### config.mk
export PLATFORM = sky130hd
export DESIGN_NAME = ssed_stage2_decode
export DESIGN_NICKNAME = d
export VERILOG_FILES = /design/src/ssed_pkg.sv /design/src/ssed_stage2_decode.sv
export VERILOG_INCLUDE_DIRS = /design/src
export SDC_FILE = /design/constraint.sdc
export NUM_CORES = 1
export LEC_CHECK = 0
export BUFFER_PORTS_ARGS = -buffer_cell sky130_fd_sc_hd__buf_2
export CORE_ASPECT_RATIO = 1.5
export CORE_UTILIZATION = 50
export DETAILED_ROUTE_END_ITERATION = 10
export GPL_ROUTABILITY_DRIVEN = 1
export MAX_ROUTING_LAYER = met4
export PLACE_DENSITY = 0.71
export RECOVER_POWER = 50
export SLEW_MARGIN = 20
export SYNTH_ARGS = -nofsm -noshare
export SYNTH_HDL_FRONTEND = slang
export SYNTH_SLANG_ARGS = --single-unit
### constraint.sdc
create_clock -name CORE_CLK -period 7.15 [get_ports CORE_CLK]
set_input_delay 1.0725 -clock CORE_CLK [delete_from_list [all_inputs] [get_ports CORE_CLK]]
set_output_delay 1.0725 -clock CORE_CLK [all_outputs]
set_load 0.05 [all_outputs]
### src/ssed_defines.svh
// Register offsets, field positions and constant codes for the stage-2 entry decoder
`ifndef SSED_DEFINES_SVH
`define SSED_DEFINES_SVH

// ----------------------------------------
// Register byte offsets
// ----------------------------------------
`define SSED_OFF_ENTRY_W5   8'h00
`define SSED_OFF_ENTRY_W6   8'h04
`define SSED_OFF_ENTRY_W7   8'h08
`define SSED_OFF_CTRL       8'h0C
`define SSED_OFF_CAPS       8'h10
`define SSED_OFF_STATUS     8'h14
`define SSED_OFF_OADDR_LO   8'h18
`define SSED_OFF_OADDR_HI   8'h1C
`define SSED_OFF_RESULT     8'h20
`define SSED_OFF_TTB_LO     8'h24
`define SSED_OFF_TTB_HI     8'h28

// ----------------------------------------
// Entry word 5 (entry bits 191:160) fields
// ----------------------------------------
`define SSED_W5_INNER       9:8
`define SSED_W5_OUTER       11:10
`define SSED_W5_SHARE       13:12
`define SSED_W5_GRAN        15:14
`define SSED_W5_PS          18:16
`define SSED_W5_FMT         19
`define SSED_W5_ENDI        20
`define SSED_W5_AFFD        21
`define SSED_W5_PTW         22
`define SSED_W5_HD          23
`define SSED_W5_HA          24
`define SSED_W5_STALL       25
`define SSED_W5_RECORD      26
// Entry word 6 and 7 fields
`define SSED_W6_NSW         0
`define SSED_W6_NSA         1
`define SSED_W6_TTB         31:4
`define SSED_W7_TTB         19:0

// ----------------------------------------
// Control, capability and output-address high word bits
// ----------------------------------------
`define SSED_CTRL_S1EN      0
`define SSED_CTRL_S2EN      1
`define SSED_CTRL_SECURE    2
`define SSED_CTRL_REV0      3
`define SSED_CTRL_SW        4
`define SSED_CTRL_SA        5
`define SSED_CAP_OAS        2:0
`define SSED_CAP_HARDWARE_FLAG_UPDATE       4:3
`define SSED_CAP_ENDIAN     6:5
`define SSED_CAP_TTF32      7
`define SSED_CAP_TTF64      8
`define SSED_CAP_G4K        9
`define SSED_CAP_G16K       10
`define SSED_CAP_G64K       11
`define SSED_CAP_NNC        12
`define SSED_CAP_SECURE_SECOND_STAGE_CAP       13
`define SSED_CAP_S2P        14
`define SSED_OADDR_HI_ADDR  19:0
`define SSED_OADDR_HI_AF    29
`define SSED_OADDR_HI_DEV   30
`define SSED_OADDR_HI_WALK  31

// ----------------------------------------
// Codes and reset values
// ----------------------------------------
`define SSED_C2_00          2'h0
`define SSED_C2_01          2'h1
`define SSED_C2_10          2'h2
`define SSED_C2_11          2'h3
`define SSED_PS_40          3'h2
`define SSED_PS_48          3'h5
`define SSED_PS_52          3'h6
`define SSED_PS_RSVD        3'h7
`define SSED_W_40           6'h28
`define SSED_W_48           6'h30
`define SSED_ZERO32         32'h0000_0000
`define SSED_CAPS_RESET     15'h7FFF
`define SSED_CTRL_RESET     6'h00

`endif

### src/ssed_pkg.sv
// Types shared by the stage-2 entry decoder
package ssed_pkg;

	// Evaluation phase of an output-address check
	typedef enum logic [0:0] {
		SSED_PH_IDLE = 1'b0,
		SSED_PH_EVAL = 1'b1
	} ssed_phase_t;

	// Whole state of the decoder
	typedef struct packed {
		logic [31:0] w5;
		logic [31:0] w6;
		logic [31:0] w7;
		logic [5:0]  ctrl;
		logic [14:0] caps;
		logic [31:0] oaddr_lo;
		logic [31:0] oaddr_hi;
		ssed_phase_t phase;
		logic [31:0] rdata;
		logic        slverr;
		logic [7:0]  result;
		logic        done;
		logic        illegal;
	} ssed_state_t;

endpackage

### src/ssed_stage2_decode.sv
// Stage-2 stream entry decode, legality check and output-address check behind APB
//
// What this block does
// - Inner and outer walk cacheability decode identically into four attribute codes.
// - Walk shareability decodes normally; reserved code 01 acts as non-shareable.
// - Both walk cacheabilities non-cacheable forces outer shareable walks.
// - Granule codes 4KB, 64KB, 16KB, reserved; ignored with stage 2 off.
// - 32-bit table format forces an effective 4KB granule.
// - 64-bit format with reserved or unsupported granule makes the entry illegal.
// - Physical size codes map to 32 through 52 bits for fault checks.
// - Code 111 acts as 110; earliest revision treats both as 101.
// - 32-bit format ignores the size field and uses 40 bits.
// - 64-bit format caps the effective size at the implemented output size.
// - Output address bits between 51 and the effective size raise a size fault.
// - Granules below 64KB force output bits 51:48 to zero.
// - Unsupported format, or secure entry with 32-bit format, is illegal.
// - Endianness bit selects little or big; unimplemented endianness is illegal.
// - Clear access flag faults or is taken as set, unless hardware update on.
// - Protected walk to a device page with both stages on gives permission fault.
// - Without protection, device walk accesses become normal non-cacheable when capable.
// - Hardware update pair decodes to off, access, access plus dirty.
// - Hardware update bits illegal with 32-bit format or missing capability.
// - Fault record and stall bits act only when stage 2 is enabled.
// - When capable, secure streams with stage 2 on take walk NS from the entry bit; output NS ORs both entry NS bits with controls SA and SW.
// - Table base gives address bits 51:4; 64KB with 52 bits clears 5:0.
//
// Design decisions made here: the register addresses and the APB register port.
`timescale 1ns/1ps
`include "ssed_defines.svh"

module ssed_stage2_decode (
	// Clock and reset
	input  wire logic        CORE_CLK,
	input  wire logic        RST,
	// APB slave
	input  wire logic        PSEL,
	input  wire logic        PENABLE,
	input  wire logic        PWRITE,
	input  wire logic [7:0]  PADDR,
	input  wire logic [31:0] PWDATA,
	output logic      [31:0] PRDATA,
	output logic             PREADY,
	output logic             PSLVERR,
	// Decode results
	output logic             ENTRY_ILLEGAL,
	output logic             CHECK_DONE
);

	// ----------------------------------------
	// Functions
	// ----------------------------------------

	// Size code to address width in bits
	function automatic logic [5:0] ps_width(input logic [2:0] code);
		logic [5:0] w;
		w = `SSED_W_48;
		case (code)
			3'h0: w = 6'h20;
			3'h1: w = 6'h24;
			3'h2: w = 6'h28;
			3'h3: w = 6'h2A;
			3'h4: w = 6'h2C;
			3'h5: w = 6'h30;
			default: w = 6'h34;
		endcase
		return w;
	endfunction

	// Reserved size codes folded per revision
	function automatic logic [2:0] ps_fold(input logic [2:0] code, input logic rev0);
		logic [2:0] c;
		c = code;
		if (rev0 && code >= `SSED_PS_52) begin
			c = `SSED_PS_48;
		end else if (code == `SSED_PS_RSVD) begin
			c = `SSED_PS_52;
		end
		return c;
	endfunction

	// Any address bit from the given width up to bit 51 set
	function automatic logic size_fault(input logic [51:0] addr, input logic [5:0] width);
		logic f;
		f = 1'b0;
		for (int i = 0; i < 52; i++) begin
			if (6'(i) >= width && addr[i]) begin
				f = 1'b1;
			end
		end
		return f;
	endfunction

	// ----------------------------------------
	// State
	// ----------------------------------------
	ssed_pkg::ssed_state_t st;
	ssed_pkg::ssed_state_t next_st;

	// ----------------------------------------
	// Field decode
	// ----------------------------------------
	logic        s2_on;
	logic        s1_on;
	logic        fmt64;
	logic        secure;
	logic [1:0]  inner;
	logic [1:0]  outer;
	logic [1:0]  eff_share;
	logic [1:0]  eff_gran;
	logic        gran_ok;
	logic        bad_gran;
	logic        bad_fmt;
	logic        bad_endian;
	logic        bad_hw;
	logic        illegal;
	logic [2:0]  ps_prog;
	logic [2:0]  ps_cap;
	logic [5:0]  eff_width;
	logic [1:0]  hw_mode;
	logic        hw_af_on;
	logic        affd_eff;
	logic        ptw_eff;
	logic        rec_eff;
	logic        stall_eff;
	logic        walk_ns;
	logic        out_ns;
	logic        sa_eff;
	logic [51:0] ttb;
	logic [51:0] oaddr;
	logic        as_fault;
	logic        perm_fault;
	logic        af_fault;
	logic        walk_nc;
	logic [31:0] status;

	// Enables and format selection
	assign s2_on  = st.ctrl[`SSED_CTRL_S2EN] & st.caps[`SSED_CAP_S2P];
	assign s1_on  = st.ctrl[`SSED_CTRL_S1EN];
	assign fmt64  = st.w5[`SSED_W5_FMT];
	assign secure = st.ctrl[`SSED_CTRL_SECURE];

	// Walk attributes, identical decode for both levels
	assign inner = st.w5[`SSED_W5_INNER];
	assign outer = st.w5[`SSED_W5_OUTER];

	// Walk shareability with non-cacheable override
	always_comb begin
		if (inner == `SSED_C2_00 && outer == `SSED_C2_00) begin
			eff_share = `SSED_C2_10;
		end else if (st.w5[`SSED_W5_SHARE] == `SSED_C2_01) begin
			eff_share = `SSED_C2_00;
		end else begin
			eff_share = st.w5[`SSED_W5_SHARE];
		end
	end

	// Granule decode and support check
	always_comb begin
		case (st.w5[`SSED_W5_GRAN])
			`SSED_C2_00: gran_ok = st.caps[`SSED_CAP_G4K];
			`SSED_C2_01: gran_ok = st.caps[`SSED_CAP_G64K];
			`SSED_C2_10: gran_ok = st.caps[`SSED_CAP_G16K];
			default:     gran_ok = 1'b0;
		endcase
		if (!s2_on || !fmt64) begin
			eff_gran = `SSED_C2_00;
		end else begin
			eff_gran = st.w5[`SSED_W5_GRAN];
		end
	end
	assign bad_gran = s2_on & fmt64 & ~gran_ok;

	// Effective output size
	assign ps_prog = ps_fold(st.w5[`SSED_W5_PS], st.ctrl[`SSED_CTRL_REV0]);
	assign ps_cap  = ps_fold(st.caps[`SSED_CAP_OAS], st.ctrl[`SSED_CTRL_REV0]);
	always_comb begin
		if (!fmt64) begin
			eff_width = `SSED_W_40;
		end else if (ps_prog > ps_cap) begin
			eff_width = ps_width(ps_cap);
		end else begin
			eff_width = ps_width(ps_prog);
		end
	end

	// Format and endianness legality
	assign bad_fmt = s2_on & ((~fmt64 & ~st.caps[`SSED_CAP_TTF32]) | (fmt64 & ~st.caps[`SSED_CAP_TTF64])
		| (secure & ~fmt64));
	assign bad_endian = s2_on & ((st.w5[`SSED_W5_ENDI] & st.caps[`SSED_CAP_ENDIAN] == `SSED_C2_10)
		| (~st.w5[`SSED_W5_ENDI] & st.caps[`SSED_CAP_ENDIAN] == `SSED_C2_11));

	// Hardware flag update legality and mode
	assign bad_hw = s2_on & (((st.w5[`SSED_W5_HA] | st.w5[`SSED_W5_HD]) & ~fmt64)
		| (st.w5[`SSED_W5_HA] & st.caps[`SSED_CAP_HARDWARE_FLAG_UPDATE] == `SSED_C2_00)
		| (st.w5[`SSED_W5_HD] & st.caps[`SSED_CAP_HARDWARE_FLAG_UPDATE] <= `SSED_C2_01));
	always_comb begin
		hw_mode = `SSED_C2_00;
		if (s2_on && fmt64) begin
			case ({st.w5[`SSED_W5_HD], st.w5[`SSED_W5_HA]})
				`SSED_C2_10: hw_mode = `SSED_C2_01;
				`SSED_C2_11: hw_mode = `SSED_C2_10;
				default:     hw_mode = `SSED_C2_00;
			endcase
		end
	end
	assign hw_af_on = hw_mode != `SSED_C2_00;
	assign affd_eff = st.w5[`SSED_W5_AFFD] & ~hw_af_on;

	// Overall legality
	assign illegal = bad_gran | bad_fmt | bad_endian | bad_hw;

	// Walk protection and fault reporting controls
	assign ptw_eff   = st.w5[`SSED_W5_PTW] & s1_on & s2_on;
	assign rec_eff   = st.w5[`SSED_W5_RECORD] & s2_on;
	assign stall_eff = st.w5[`SSED_W5_STALL] & s2_on;

	// Secure stream NS values
	assign sa_eff = st.ctrl[`SSED_CTRL_SA] | st.ctrl[`SSED_CTRL_SW];
	always_comb begin
		if (secure && st.caps[`SSED_CAP_SECURE_SECOND_STAGE_CAP] && s2_on) begin
			walk_ns = st.w6[`SSED_W6_NSW];
			out_ns  = st.w6[`SSED_W6_NSW] | sa_eff | st.w6[`SSED_W6_NSA];
		end else begin
			walk_ns = 1'b1;
			out_ns  = 1'b1;
		end
	end

	// Table base with alignment
	always_comb begin
		ttb = {st.w7[`SSED_W7_TTB], st.w6[`SSED_W6_TTB], 4'h0};
		if (eff_gran == `SSED_C2_01 && eff_width == ps_width(`SSED_PS_52)) begin
			ttb[5:0] = 6'h00;
		end
	end

	// Output address check
	always_comb begin
		oaddr = {st.oaddr_hi[`SSED_OADDR_HI_ADDR], st.oaddr_lo};
		if (eff_gran != `SSED_C2_01) begin
			oaddr[51:48] = 4'h0;
		end
	end
	assign as_fault   = s2_on & size_fault(oaddr, eff_width);
	assign perm_fault = ptw_eff & st.oaddr_hi[`SSED_OADDR_HI_WALK] & st.oaddr_hi[`SSED_OADDR_HI_DEV];
	assign walk_nc    = ~st.w5[`SSED_W5_PTW] & st.caps[`SSED_CAP_NNC]
		& st.oaddr_hi[`SSED_OADDR_HI_WALK] & st.oaddr_hi[`SSED_OADDR_HI_DEV];
	assign af_fault   = s2_on & ~st.oaddr_hi[`SSED_OADDR_HI_AF] & ~affd_eff & ~hw_af_on;

	// Status word
	assign status = {3'h0, st.phase, walk_nc, ptw_eff, out_ns, walk_ns, stall_eff, rec_eff, affd_eff,
		hw_mode, outer, inner, eff_share, eff_gran, ps_width(ps_prog) == eff_width, eff_width[5:1],
		bad_hw, bad_endian, bad_fmt, bad_gran, illegal};

	// ----------------------------------------
	// Next state
	// ----------------------------------------
	always_comb begin
		next_st = st;
		next_st.done = 1'b0;
		next_st.illegal = illegal;
		// Setup phase: capture read data and error
		if (PSEL && !PENABLE) begin
			next_st.slverr = 1'b0;
			next_st.rdata = `SSED_ZERO32;
			case (PADDR)
				`SSED_OFF_ENTRY_W5: next_st.rdata = st.w5;
				`SSED_OFF_ENTRY_W6: next_st.rdata = st.w6;
				`SSED_OFF_ENTRY_W7: next_st.rdata = st.w7;
				`SSED_OFF_CTRL:     next_st.rdata = {26'h000_0000, st.ctrl};
				`SSED_OFF_CAPS:     next_st.rdata = {17'h0_0000, st.caps};
				`SSED_OFF_STATUS:   next_st.rdata = status;
				`SSED_OFF_OADDR_LO: next_st.rdata = st.oaddr_lo;
				`SSED_OFF_OADDR_HI: next_st.rdata = st.oaddr_hi;
				`SSED_OFF_RESULT:   next_st.rdata = {24'h00_0000, st.result};
				`SSED_OFF_TTB_LO:   next_st.rdata = ttb[31:0];
				`SSED_OFF_TTB_HI:   next_st.rdata = {12'h000, ttb[51:32]};
				default:            next_st.slverr = 1'b1;
			endcase
		end
		// Access phase: writes take effect
		if (PSEL && PENABLE && PWRITE) begin
			case (PADDR)
				`SSED_OFF_ENTRY_W5: next_st.w5 = PWDATA;
				`SSED_OFF_ENTRY_W6: next_st.w6 = PWDATA;
				`SSED_OFF_ENTRY_W7: next_st.w7 = PWDATA;
				`SSED_OFF_CTRL:     next_st.ctrl = PWDATA[5:0];
				`SSED_OFF_CAPS:     next_st.caps = PWDATA[14:0];
				`SSED_OFF_OADDR_LO: next_st.oaddr_lo = PWDATA;
				`SSED_OFF_OADDR_HI: begin
					next_st.oaddr_hi = PWDATA;
					next_st.phase = ssed_pkg::SSED_PH_EVAL;
				end
				default: next_st.phase = st.phase;
			endcase
		end
		// Evaluate one output-address check
		case (st.phase)
			ssed_pkg::SSED_PH_EVAL: begin
				next_st.phase = ssed_pkg::SSED_PH_IDLE;
				next_st.done = 1'b1;
				if (illegal) begin
					next_st.result = 8'h01;
				end else begin
					next_st.result = {1'b0, walk_nc, stall_eff & (as_fault | perm_fault | af_fault),
						rec_eff & (as_fault | perm_fault | af_fault), af_fault, perm_fault, as_fault,
						1'b0};
				end
			end
			default: begin
			end
		endcase
	end

	// ----------------------------------------
	// State register
	// ----------------------------------------
	always_ff @(posedge CORE_CLK or posedge RST) begin
		if (RST) begin
			st <= '{w5: `SSED_ZERO32, w6: `SSED_ZERO32, w7: `SSED_ZERO32, ctrl: `SSED_CTRL_RESET,
				caps: `SSED_CAPS_RESET, oaddr_lo: `SSED_ZERO32, oaddr_hi: `SSED_ZERO32,
				phase: ssed_pkg::SSED_PH_IDLE, rdata: `SSED_ZERO32, slverr: 1'b0, result: 8'h00,
				done: 1'b0, illegal: 1'b0};
		end else begin
			st <= next_st;
		end
	end

	// Outputs
	assign PREADY        = 1'b1;
	assign PRDATA        = st.rdata;
	assign PSLVERR       = st.slverr & PSEL & PENABLE;
	assign ENTRY_ILLEGAL = st.illegal;
	assign CHECK_DONE    = st.done;
endmodule

==> results.py <==
metrics = {
    "die": {
        "design.core.area_mm2": 0.0211,
        "die_w_um": 122,
        "ios": 81,
        "fp.dieH_um": 182,
        "placementRows": 65,
        "start_util": 0.511,
        "die_area_mm2": 0.0221,
    },
    "power_and_ir_drop": {
        "p_clk_frac": 0.465,
        "ir_drop_mv": 0.162,
        "power.leakage_nw": 5.73,
        "power_mw": 2.63,
        "p_comb_frac": 0.042,
        "seq_power_share": 0.493,
        "switching_share": 0.221,
        "p_sw_uw": 581,
        "intPower_mw": 2.05,
        "power.density_mw_per_mm2": 223,
    },
    "synthesis": {
        "synth_edf_count": 0,
        "yosysUniqueCellTypes": 66,
        "syn_area_per_cell_um2": 11.8,
        "synth.most_common_cell": "dfrtp_1",
        "yosysTopAreaCell": "dfrtp_1",
        "synth_compound_area_frac": 0.141,
        "synth_xor_xnor_area_share": 0.00244,
        "synth_fa_ha_area_frac": 0.00349,
        "synthArstFlopShare": 1.00,
        "synth_area_leaders": "dfrtp_1, mux2_2, mux2_1",
        "ys_ff_latch": 224,
        "yosys-mux-area-fraction": 0.194,
        "syn-num-nets": 956,
        "netlist.area_leader.share": 0.486,
        "synth_top_family_by_area": "multiplexers",
        "synthSimpleGateAreaFrac": 0.0784,
        "syn-instance-count": 908,
        "synth_warnings": 0,
        "synth_flop_cell": "dfrtp_1",
        "yosys-top-cells-count": "dfrtp_1, mux2_2, nand2_1, mux2_1, o21ai_0",
        "seq_area_frac_synth": 0.523,
        "synth_area_mm2": 0.0108,
    },
    "sta": {
        "setup_slack_ns": 3.73,
        "finalClockSkew_ns": 0.00968,
        "fin_tns_setup_ns": 0,
        "slew-limit-headroom": -0.120,
        "finalMaxSlewViolations": 45,
        "rsz0062_at_grt": "false",
        "post-route-period-util": 0.479,
        "worst_pin_slew_ns": 1.68,
        "fmax_ghz": 0.292,
        "setup_viol": 0,
        "finalCriticalPeriod_ns": 3.42,
        "hold_viol": 0,
    },
    "cells_and_area": {
        "drive_gt1_frac": 0.277,
        "syn_to_final_growth_pct": 9.48,
        "nets": 979,
        "final-instance-count-excl-fill": 1213,
        "final_core_util": 0.559,
        "antenna_cells": 0,
        "num-fill-cells": 1806,
    },
    "setup_path": {
        "crit_type": "in2reg",
        "start_kind": "primary input",
        "timing.rr.start": "st[110]",
        "crit_path_start": "PADDR[5]",
        "crit_fanout": 17,
        "crit_arrival_ns": 3.81,
        "cp-end-kind": "register",
        "crit_required_ns": 7.54,
    },
    "place": {
        "port-buffer-count": 79,
        "dp.cells": 1175,
        "post-place-ws_ns": 3.27,
        "dpl.hpwl_um": 19600,
        "globalplace.congestion": 0.922,
    },
    "detailed_routing": {
        "drt-pass1-iter-count": 5,
        "via_per_inst": 6.38,
        "drt-total-wl_um": 29700,
        "drt.antenna.violating_nets": 0,
        "avgRoutedWirePerCell_um": 24.5,
        "vias": 7740,
        "drc": 0,
        "first_iter_violations": 822,
    },
    "clock_tree": {
        "cts_sinks": 224,
        "cts_tree": "done",
        "cts-root-buf": "clkbuf_16",
        "cts_setup_buffers": 0,
        "ctsResizeCount": 0,
        "h-tree-depth": 1,
        "cts_buffer_depth": 3,
        "clk_pin_slew_ns": 0.07,
        "cts_buffers": 21,
        "clk_latency_ns": 0.51,
        "holdBufCountCts": 0,
    },
    "global_routing": {
        "grt_pass1_wl_um": 46700,
        "grtUsageTotal": 0.289,
        "grt_pass1_vias": 7942,
        "grt_overflow_total": 0,
        "grt_start_max_net_pins": 180,
        "antenna_found_initial": 0,
    },
    "min_path": {
        "hp-start": "PRDATA[0]",
        "min_path_type": "reg2reg",
    },
    "flow_run": {
        "maxCapViolCount": 2,
    },
    "run_status": {
        "violations": "max-capacitance violations, max-slew violations",
        "outcome": "complete, but fails checks",
    },
}
## logic make-up after synthesis
family          count (synthesis)
flops                         224
compound gates                212
mux                           186
simple gates                  173
buf+inv                       106
fa+ha+maj                       3
xor+xnor                        3
other cells                     1
## flip-flops by register name, summed over array words and instances, names as in the netlist
signal	flops
inner	2
s1_on	1
ENTRY_ILLEGAL	1
secure	1
fmt64	1
st	135
outer	2
oaddr	48
PRDATA	32
CHECK_DONE	1
## area by class of cell
class / instances / area [um^2] / share of cell area
inverter: 11 / 42.5 / 0.00361
tap: 268 / 335 / 0.0285
sequential: 224 / 5620 / 0.478
multi-input combinational: 578 / 4520 / 0.384
timing repair buffer: 95 / 505 / 0.0429
clock inverter: 10 / 153 / 0.0130
clock buffer: 27 / 598 / 0.0508
## path summary, 6_finish.rpt
kind	endpoint	slack, ns	depth (start not counted)
setup / recovery	st[140]	3.73	7
hold / removal	PRDATA[0]	0.47	1
setup reg to reg	st[6]	3.84	9
hold reg to reg	PRDATA[0]	0.47	1
max in group asynchronous	st[156]	4.54	3
min in group asynchronous	st[176]	0.71	2
## power by group through the flow
stage	registers (mW)	logic [mW]	clock network, mW
global route	1.30	0.122	1.29
global placement	1.32	0.110	0
detailed placement	1.32	0.112	0
floorplan	1.31	0.0627	0
CTS	1.30	0.112	1.24
finish	1.30	0.110	1.22
## worst max-delay path: stages
cell,delay [ns]
buf_2,0.17
nor3_1,0.27
nand2b_1,0.27
nor2_2,0.61
nand2_1,0.64
buf_4,0.44
mux2_2,0.31
## layout by cell type, fill, tap and decap left out, types with 29 or more instances in the layout
| master | netlist | layout |
|---|---|---|
| buf_2 | 32 | 64 |
| o21ai_0 | 40 | 40 |
| nand2_1 | 65 | 65 |
| mux2_1 | 62 | 62 |
| a22oi_1 | 32 | 32 |
| dfrtp_1 | 209 | 209 |
| a21oi_1 | 29 | 29 |
| nor2_1 | 29 | 29 |
| mux2_2 | 116 | 116 |
## metal layers
| metal | wire, um | GRT usage | share of wire | vias up |
|---|---|---|---|---|
| li1 | - | - | - | 3365 |
| met1 | 11800 | 0.363 | 0.40 | 3936 |
| met2 | 14900 | 0.465 | 0.50 | 351 |
| met3 | 1760 | 0.0314 | 0.059 | 88 |
| met4 | 1270 | 0.136 | 0.043 | 0 |
| met5 | 0 | - | 0 | - |
## through the flow
step	cell area [um^2]	hold WS (ns)
finish	11800	0.475
global route	11800	0.503
CTS	11800	0.474
detailed placement	11000	0.460
global placement	11000	0.455
floorplan	10800	0.424
No activity file was read; power rests on OpenSTA's default activity.
